## config.mk

```make
export PLATFORM = sky130hd
export DESIGN_NAME = readout_window_timing_config
export DESIGN_NICKNAME = d
export VERILOG_FILES = /design/src/readout_cfg_pkg.sv /design/src/cfg_bank_if.sv /design/src/cfg_commit.sv /design/src/readout_window_timing_config.sv
export SDC_FILE = /design/constraint.sdc
export NUM_CORES = 1
export LEC_CHECK = 0
export BUFFER_PORTS_ARGS = -buffer_cell sky130_fd_sc_hd__buf_4
export CORE_ASPECT_RATIO = 1.2
export CORE_MARGIN = 2
export CORE_UTILIZATION = 40
export DETAILED_ROUTE_END_ITERATION = 8
export GPL_ROUTABILITY_DRIVEN = 0
export PLACE_DENSITY = 0.67
export SYNTH_ARGS = -nofsm -noshare
export SYNTH_HDL_FRONTEND = slang
export SYNTH_HIERARCHICAL = 1
export SYNTH_SLANG_ARGS = --single-unit
```

## constraint.sdc

```tcl
create_clock -name sys_clk_i -period 5.5 [get_ports sys_clk_i]
set_input_delay 1.1 -clock sys_clk_i [delete_from_list [all_inputs] [get_ports sys_clk_i]]
set_output_delay 1.1 -clock sys_clk_i [all_outputs]
set_load 0.03 [all_outputs]
```

## src/readout_cfg_pkg.sv

```systemverilog
// Package with register map, field layout and reset values of readout config
package readout_cfg_pkg;
   // ==========================================================
   // Register offsets
   localparam logic [7:0] OFF_INTEG_CFG = 8'h15;
   localparam logic [7:0] OFF_ROW_FIRST = 8'h19;
   localparam logic [7:0] OFF_ROW_LAST = 8'h1a;
   localparam logic [7:0] OFF_ROW_LOW = 8'h1b;
   localparam logic [7:0] OFF_COL_FIRST = 8'h1c;
   localparam logic [7:0] OFF_COL_LAST = 8'h1d;
   localparam logic [7:0] OFF_COL_LOW = 8'h1e;
   localparam logic [7:0] OFF_FGAP_UP = 8'h20;
   localparam logic [7:0] OFF_FGAP_LO = 8'h21;
   localparam logic [7:0] OFF_RGAP_UP = 8'h22;
   localparam logic [7:0] OFF_RGAP_LO = 8'h23;
   localparam logic [7:0] OFF_EXP_UP = 8'h24;
   localparam logic [7:0] OFF_EXP_LO = 8'h25;
   // ==========================================================
   // Reset values
   localparam logic [7:0] RST_INTEG_CFG = 8'h08;
   localparam logic [7:0] RST_ROW_FIRST = 8'h00;
   localparam logic [7:0] RST_ROW_LAST = 8'h1b;
   localparam logic [7:0] RST_ROW_LOW = 8'h23;
   localparam logic [7:0] RST_COL_FIRST = 8'h00;
   localparam logic [7:0] RST_COL_LAST = 8'h28;
   localparam logic [7:0] RST_COL_LOW = 8'h23;
   localparam logic [7:0] RST_FGAP_UP = 8'h00;
   localparam logic [7:0] RST_FGAP_LO = 8'h08;
   localparam logic [7:0] RST_RGAP_UP = 8'h00;
   localparam logic [7:0] RST_RGAP_LO = 8'h08;
   localparam logic [7:0] RST_EXP_UP = 8'h00;
   localparam logic [7:0] RST_EXP_LO = 8'h00;
   // ==========================================================
   // Implemented-bit masks; reserved bits read zero
   localparam logic [7:0] MASK_INTEG_CFG = 8'h0f;
   localparam logic [7:0] MASK_LOW_BITS = 8'h3f;
   localparam logic [7:0] MASK_FULL = 8'hff;
   localparam logic [7:0] MASK_FGAP_LO = 8'h7f;
   localparam logic [7:0] MASK_RGAP_LO = 8'h1f;
   localparam logic [7:0] MASK_EXP_UP = 8'h0f;
   localparam logic [7:0] MASK_EXP_LO = 8'h7f;
   // ==========================================================
   // Field positions
   localparam int PARTIAL_EN_BIT = 3;
   localparam int FIRST_B2_BIT = 5;
   localparam int LAST_B2_BIT = 2;
   localparam logic [1:0] FIRST_LOW_FIXED = 2'h0;
   localparam logic [1:0] LAST_LOW_FIXED = 2'h3;
   // Top bit of the field each lower gap and exposure byte contributes
   localparam int FGAP_LO_MSB = 6;
   localparam int RGAP_LO_MSB = 4;
   localparam int EXP_UP_MSB = 3;
   localparam int EXP_LO_MSB = 6;
   localparam int NUM_REGS = 13;
   // ==========================================================
   // Register index used by the shadow store
   typedef enum logic [3:0] {
      IDX_INTEG_CFG = 4'h0, IDX_ROW_FIRST = 4'h1, IDX_ROW_LAST = 4'h2,
      IDX_ROW_LOW = 4'h3, IDX_COL_FIRST = 4'h4, IDX_COL_LAST = 4'h5,
      IDX_COL_LOW = 4'h6, IDX_FGAP_UP = 4'h7, IDX_FGAP_LO = 4'h8,
      IDX_RGAP_UP = 4'h9, IDX_RGAP_LO = 4'ha, IDX_EXP_UP = 4'hb,
      IDX_EXP_LO = 4'hc, IDX_NONE = 4'hf
   } reg_idx_t;
   // Commit sequencer states, Gray coded except LOAD back to IDLE, which flips both bits
   typedef enum logic [1:0] {
      ST_IDLE = 2'b00, ST_ARMED = 2'b01, ST_LOAD = 2'b11
   } commit_state_t;
endpackage

```

## src/cfg_bank_if.sv

```systemverilog
// Interface carrying the shadow image between register file and commit stage
`timescale 1ns/10ps
interface cfg_bank_if;
   import readout_cfg_pkg::*;
   logic [7:0] shadow [NUM_REGS];
   logic load;
   modport producer (output shadow, input load);
   modport consumer (input shadow, output load);
endinterface

```

## src/cfg_commit.sv

```systemverilog
// Frame-boundary commit of the shadow image into the active set
`timescale 1ns/10ps
module cfg_commit
   import readout_cfg_pkg::*;
(
   input wire logic sys_clk_i,
   input wire logic sys_rst_i,
   input wire logic frame_start_i,
   input wire logic pending_i,
   cfg_bank_if.consumer bank,
   output logic [7:0] active_o [NUM_REGS]
);
   commit_state_t state_reg;
   commit_state_t state_next;

   // ===========================================================
   // Sequencer: arm on pending write, load at frame boundary
   always_comb begin
      state_next = state_reg;
      case (state_reg)
         ST_IDLE: begin
            if (pending_i) begin
               state_next = ST_ARMED;
            end
         end
         ST_ARMED: begin
            if (frame_start_i) begin
               state_next = ST_LOAD;
            end
         end
         ST_LOAD: state_next = ST_IDLE;
         default: state_next = ST_IDLE;
      endcase
   end

   always_ff @(posedge sys_clk_i) begin
      if (sys_rst_i) begin
         state_reg <= ST_IDLE;
      end else begin
         state_reg <= state_next;
      end
   end

   assign bank.load = (state_reg == ST_LOAD);

   // Active copy only moves in the load cycle, never mid frame
   always_ff @(posedge sys_clk_i) begin
      if (sys_rst_i) begin
         active_o[IDX_INTEG_CFG] <= RST_INTEG_CFG;
         active_o[IDX_ROW_FIRST] <= RST_ROW_FIRST;
         active_o[IDX_ROW_LAST] <= RST_ROW_LAST;
         active_o[IDX_ROW_LOW] <= RST_ROW_LOW;
         active_o[IDX_COL_FIRST] <= RST_COL_FIRST;
         active_o[IDX_COL_LAST] <= RST_COL_LAST;
         active_o[IDX_COL_LOW] <= RST_COL_LOW;
         active_o[IDX_FGAP_UP] <= RST_FGAP_UP;
         active_o[IDX_FGAP_LO] <= RST_FGAP_LO;
         active_o[IDX_RGAP_UP] <= RST_RGAP_UP;
         active_o[IDX_RGAP_LO] <= RST_RGAP_LO;
         active_o[IDX_EXP_UP] <= RST_EXP_UP;
         active_o[IDX_EXP_LO] <= RST_EXP_LO;
      end else if (state_reg == ST_LOAD) begin
         for (int i = 0; i < NUM_REGS; i++) begin
            active_o[i] <= bank.shadow[i];
         end
      end
   end
endmodule

```

## src/readout_window_timing_config.sv

```systemverilog
// Top of the double-buffered readout window and timing configuration set
// Function
// config bit 3 enables partial frame integration; resets to 0x08.
// host writes zeros to integration config bits 2:0; bits 7:4 reserved.
// first row address bits 10:3 from upper, bit 2 from low bit 5.
// first row address low two bits forced zero; bits 4:3 kept, unused.
// last row address bits 10:3 from upper, bit 2 from low bit 2.
// last row address low two bits forced to 11; bits 1:0 unused.
// first column address bits 10:3 from upper, bit 2 from low bit 5.
// first column address low two bits forced zero; bits 4:3 unused.
// last column address bits 10:3 from upper, bit 2 from low bit 2.
// last column address low two bits forced to 11; bits 1:0 unused.
// host should write all window registers after power-up.
// 15-bit frame gap from upper bits 14:7 and lower bits 6:0.
// host must not program a frame gap above 32767.
// 13-bit row gap from upper bits 12:5 and lower bits 4:0.
// 11-bit integration time counts rows ahead; bits 10:7 in upper.
// host keeps integration time within the active window rows.
// all registers read/write and shadowed before timing logic uses them.
// integration time bits 6:0 in lower register at 0x25, bit 7 reserved.
// shadow values move to the active set at the next frame boundary.
// reads return last written implemented bits; reserved bits read zero.
`timescale 1ns/10ps
module readout_window_timing_config
   import readout_cfg_pkg::*;
(
   input wire logic sys_clk_i,
   input wire logic sys_rst_i,
   input wire logic soft_rst_i,
   input wire logic wr_en_i,
   input wire logic [7:0] addr_i,
   input wire logic [7:0] wdata_i,
   output logic [7:0] rdata_o,
   output logic hit_o,
   input wire logic frame_start_i,
   output logic update_pending_o,
   output logic partial_frame_integration_enable_o,
   output logic [10:0] first_row_address_o,
   output logic [10:0] last_row_address_o,
   output logic [10:0] first_column_address_o,
   output logic [10:0] last_column_address_o,
   output logic [14:0] frame_gap_o,
   output logic [12:0] row_gap_o,
   output logic [10:0] exposure_rows_o
);
   cfg_bank_if bank ();
   logic [7:0] shadow_reg [NUM_REGS];
   logic [7:0] active [NUM_REGS];
   logic pending_reg;
   logic rst_any;
   reg_idx_t wr_idx;

   // ===========================================================
   // Address decode shared by read and write paths
   function automatic reg_idx_t decode(input logic [7:0] a);
      case (a)
         OFF_INTEG_CFG: decode = IDX_INTEG_CFG;
         OFF_ROW_FIRST: decode = IDX_ROW_FIRST;
         OFF_ROW_LAST: decode = IDX_ROW_LAST;
         OFF_ROW_LOW: decode = IDX_ROW_LOW;
         OFF_COL_FIRST: decode = IDX_COL_FIRST;
         OFF_COL_LAST: decode = IDX_COL_LAST;
         OFF_COL_LOW: decode = IDX_COL_LOW;
         OFF_FGAP_UP: decode = IDX_FGAP_UP;
         OFF_FGAP_LO: decode = IDX_FGAP_LO;
         OFF_RGAP_UP: decode = IDX_RGAP_UP;
         OFF_RGAP_LO: decode = IDX_RGAP_LO;
         OFF_EXP_UP: decode = IDX_EXP_UP;
         OFF_EXP_LO: decode = IDX_EXP_LO;
         default: decode = IDX_NONE;
      endcase
   endfunction

   // Mask of bits that are stored; the rest are reserved
   function automatic logic [7:0] impl_mask(input reg_idx_t i);
      case (i)
         IDX_INTEG_CFG: impl_mask = MASK_INTEG_CFG;
         IDX_ROW_LOW: impl_mask = MASK_LOW_BITS;
         IDX_COL_LOW: impl_mask = MASK_LOW_BITS;
         IDX_FGAP_LO: impl_mask = MASK_FGAP_LO;
         IDX_RGAP_LO: impl_mask = MASK_RGAP_LO;
         IDX_EXP_UP: impl_mask = MASK_EXP_UP;
         IDX_EXP_LO: impl_mask = MASK_EXP_LO;
         IDX_NONE: impl_mask = 8'h00;
         default: impl_mask = MASK_FULL;
      endcase
   endfunction

   // Window address: upper byte, one programmable bit, two fixed bits
   function automatic logic [10:0] win_addr(input logic [7:0] upper,
                                            input logic b2,
                                            input logic [1:0] fixed);
      win_addr = {upper, b2, fixed};
   endfunction

   assign rst_any = sys_rst_i | soft_rst_i;
   assign wr_idx = decode(addr_i);

   // ===========================================================
   // Shadow stage, written by the host; soft reset restores defaults
   always_ff @(posedge sys_clk_i) begin
      if (rst_any) begin
         shadow_reg[IDX_INTEG_CFG] <= RST_INTEG_CFG;
         shadow_reg[IDX_ROW_FIRST] <= RST_ROW_FIRST;
         shadow_reg[IDX_ROW_LAST] <= RST_ROW_LAST;
         shadow_reg[IDX_ROW_LOW] <= RST_ROW_LOW;
         shadow_reg[IDX_COL_FIRST] <= RST_COL_FIRST;
         shadow_reg[IDX_COL_LAST] <= RST_COL_LAST;
         shadow_reg[IDX_COL_LOW] <= RST_COL_LOW;
         shadow_reg[IDX_FGAP_UP] <= RST_FGAP_UP;
         shadow_reg[IDX_FGAP_LO] <= RST_FGAP_LO;
         shadow_reg[IDX_RGAP_UP] <= RST_RGAP_UP;
         shadow_reg[IDX_RGAP_LO] <= RST_RGAP_LO;
         shadow_reg[IDX_EXP_UP] <= RST_EXP_UP;
         shadow_reg[IDX_EXP_LO] <= RST_EXP_LO;
      end else if (wr_en_i && wr_idx != IDX_NONE) begin
         // Ignored low address bits are still stored for readback
         shadow_reg[wr_idx] <= wdata_i & impl_mask(wr_idx);
      end
   end

   // Share the shadow image with the commit stage
   always_comb begin
      for (int i = 0; i < NUM_REGS; i++) begin
         bank.shadow[i] = shadow_reg[i];
      end
   end

   // ===========================================================
   // Pending flag: a write in the load cycle wins over the clear
   always_ff @(posedge sys_clk_i) begin
      if (rst_any) begin
         pending_reg <= 1'b0;
      end else if (wr_en_i && wr_idx != IDX_NONE) begin
         pending_reg <= 1'b1;
      end else if (bank.load) begin
         pending_reg <= 1'b0;
      end
   end
   assign update_pending_o = pending_reg;

   cfg_commit u_commit (
      .sys_clk_i(sys_clk_i),
      .sys_rst_i(rst_any),
      .frame_start_i(frame_start_i),
      .pending_i(pending_reg),
      .bank(bank.consumer),
      .active_o(active)
   );

   // ===========================================================
   // Read path returns the shadow value; reserved bits are zero
   always_ff @(posedge sys_clk_i) begin
      if (sys_rst_i) begin
         rdata_o <= 8'h00;
         hit_o <= 1'b0;
      end else begin
         hit_o <= (decode(addr_i) != IDX_NONE);
         if (decode(addr_i) != IDX_NONE) begin
            rdata_o <= shadow_reg[decode(addr_i)];
         end else begin
            rdata_o <= 8'h00;
         end
      end
   end

   // ===========================================================
   // Outputs to timing logic, registered from the active set
   always_ff @(posedge sys_clk_i) begin
      if (sys_rst_i) begin
         partial_frame_integration_enable_o <= RST_INTEG_CFG[PARTIAL_EN_BIT];
         first_row_address_o <= 11'h000;
         last_row_address_o <= 11'h000;
         first_column_address_o <= 11'h000;
         last_column_address_o <= 11'h000;
         frame_gap_o <= 15'h0000;
         row_gap_o <= 13'h0000;
         exposure_rows_o <= 11'h000;
      end else begin
         partial_frame_integration_enable_o <=
            active[IDX_INTEG_CFG][PARTIAL_EN_BIT];
         first_row_address_o <= win_addr(active[IDX_ROW_FIRST],
            active[IDX_ROW_LOW][FIRST_B2_BIT], FIRST_LOW_FIXED);
         last_row_address_o <= win_addr(active[IDX_ROW_LAST],
            active[IDX_ROW_LOW][LAST_B2_BIT], LAST_LOW_FIXED);
         first_column_address_o <= win_addr(active[IDX_COL_FIRST],
            active[IDX_COL_LOW][FIRST_B2_BIT], FIRST_LOW_FIXED);
         last_column_address_o <= win_addr(active[IDX_COL_LAST],
            active[IDX_COL_LOW][LAST_B2_BIT], LAST_LOW_FIXED);
         frame_gap_o <= {active[IDX_FGAP_UP],
            active[IDX_FGAP_LO][FGAP_LO_MSB:0]};
         row_gap_o <= {active[IDX_RGAP_UP],
            active[IDX_RGAP_LO][RGAP_LO_MSB:0]};
         exposure_rows_o <= {active[IDX_EXP_UP][EXP_UP_MSB:0],
            active[IDX_EXP_LO][EXP_LO_MSB:0]};
      end
   end
endmodule

```

==> results.cfg <==
[power_and_ir_drop]
power_switching_w = 0.001006
vdd_drop_max_v = 0.0002078
p_int_w = 0.003532
clkPwrFrac = 0.435
pwr-share-seq = 0.518
swShare = 0.2217
p_comb_frac = 0.047
p_leak_nw = 5.267
p_per_area_nw_per_um2 = 325.0

[worst_setup_path]
r2r-start = u_commit/state_reg[0]$_SDFFE_PP0P_
start_kind = primary input
critical_path_arrival_ns = 4.15
crit_path_end_kind = flip-flop
critical_path_class = in -> reg
crit_chain = buf_4 -> inv_1 -> ha_1 -> nand2b_1 -> a311oi_2 -> o21ai_4 -> buf_4 -> ha_1 -> a21oi_2 -> nand3_1 -> nand2_1
r2r_end = u_commit/active_o[95]$_SDFFE_PP0P_
worstRegToRegCells = 3
max_stage_delay_ns = 0.58
reg2reg_setup_slack_ns = 3.48
crit_buf_inv = 3
crit_path_max_fanout = 19
cp_top_family = compound AO/OA/AOI/OAI gates
required_ns = 5.71
crit_slowest_cell = a21oi_2

[sta]
report.final.setup_viol = 0
period_share = 0.7159
finClkSkew_ns = 0.01627
min_period_ns = 3.938
worst_pin_slew_ns = 0.9897
setup_tns_ns = 0
maxSlewHeadroom = 0.3402
finalMaxSlewViolations = 0
hold_ws_ns = 0.4567
rsz0062_at_grt = no
hold_violations = 0
clock.fmax_mhz = 254.0

[drt]
via_per_inst = 5.116
vias = 7802
drtPass1Iterations = 5
wl_per_cell_um = 17.91
ant_nets = 0
drc = 0
initialDrtViolationCount = 657
drt_wl_total_um = 27320

[run]
drv_cap = 0

[clock_tree]
ctsHtreeMaxLevel = 1
clock-sinks = 293
ctsRootBufferMaster = clkbuf_16
cts_resized = 0
post_cts_buffers = 0
cts_tree = built
hold_buffers = 0
cts_buffers = 29
clkTransAtPathRegs_ns = 0.06
clkLatencyLatePin_ns = 0.56
clock_path_buffers = 3

[floorplanning]
fp-row-count = 69
ios = 115
core_um2 = 29700
die_area_um2 = 31720
fp.dieW_um = 162.9
fp.dieH_um = 194.7
start_util = 0.4082

[final_layout]
layout.nets = 1144
syn2layout_area_growth_pct = 15.17
design_area_um2 = 13960
largest_reg_flops = 128
finalNonFillerCells = 1525
drive_gt1_frac = 0.2176
antenna_cells = 0

[outcome]
outcome = complete, no violations

[hold_path]
hold_class = reg -> reg
hold_end = u_commit/active_o[53]$_SDFFE_PP1P_
whs_path_depth = 1
hold_path_startpoint = u_commit/active_o[53]$_SDFFE_PP1P_

[global_route]
grt_max_degree = 95
grt_pass1_wl_um = 42950
grt_pass1_vias = 7887
grt_overflow = 0
grtUsageMet2 = 0.2883
grtUsageMet1 = 0.2211
antenna_found_initial = 0
gr-usage-all-layers = 0.1711
gr-max-usage-layer = met2
grt_util_met3 = 0.02561

[place]
port_buffers = 110
post_dp_cell_area_um2 = 13010
dp.cells = 1471
dp_hpwl_um = 18540

[synthesis]
avgSynthCellArea_um2 = 11.57
synth_area_um2 = 12120
synthCells = 1048
yosys_warnings = 6
stage by stage:
step | worst slack [ns] | total power [W] | util
2_1_floorplan | 1.719 | 0.002533 | -
3_3_place_gp | 1.171 | 0.002606 | 0.4379
3_5_place_dp | 1.014 | 0.002610 | 0.4379
4_1_cts | 1.610 | 0.004575 | 0.4701
5_1_grt | 1.340 | 0.004678 | 0.4701
6_report | 1.562 | 0.004538 | 0.4701
how the worst max path moves through the flow:
stage	to	depth (start not counted)	start	slack [ns]
CTS	shadow_reg[1][5]$_SDFFCE_PN0P_	11	addr_i[1]	1.61
floorplan	shadow_reg[9][0]$_SDFFCE_PN0P_	12	addr_i[1]	1.72
global placement	shadow_reg[9][1]$_SDFFCE_PN0P_	11	addr_i[1]	1.17
finish	shadow_reg[1][0]$_SDFFCE_PN0P_	11	addr_i[1]	1.56
global route	shadow_reg[1][0]$_SDFFCE_PN0P_	11	addr_i[1]	1.34
detailed placement	shadow_reg[9][3]$_SDFFCE_PN0P_	11	addr_i[1]	1.01
cells in the final DEF, fill, tap and decap left out, drive strengths merged, types with 10 or more instances in the layout:
cell    count
o22ai      18
nand2      58
edfxtp    128
clkinv     10
and3       14
nor2b      78
buf       118
nand3      83
a211o      11
dfxtp     165
a21bo      65
a21oi      72
nor2       95
nand2b     10
mux2i      57
conb       14
o21ai      12
inv        20
ha         11
clkbuf     41
cell type report:
class / count / area [um2]
inverter: 19 / 77.57
clock buffer: 41 / 833.3
timing repair buffer: 118 / 885.9
multi-input combinational: 651 / 4399
fill: 2740 / 15740
sequential: 293 / 7154
clock inverter: 13 / 123.9
tap: 390 / 488.0
layer usage:
| layer | up-vias | wire length [um] |
|---|---|---|
| met4 | 0 | 909 |
| li1 | 3765 | - |
| met1 | 3767 | 11630 |
| met5 | - | 0 |
| met3 | 53 | 1473 |
| met2 | 217 | 13310 |
power by group through the flow:
stage	Combinational, W	Sequential, W	Clock (W)
final	0.000211	0.00235	0.00198
after global routing	0.000228	0.00236	0.00210
after CTS	0.000211	0.00235	0.00201
after detailed placement	0.000210	0.00240	0
after global placement	0.000207	0.00240	0
after floorplan	0.000137	0.00240	0
Note: power is estimated with default switching activity, not from simulation.
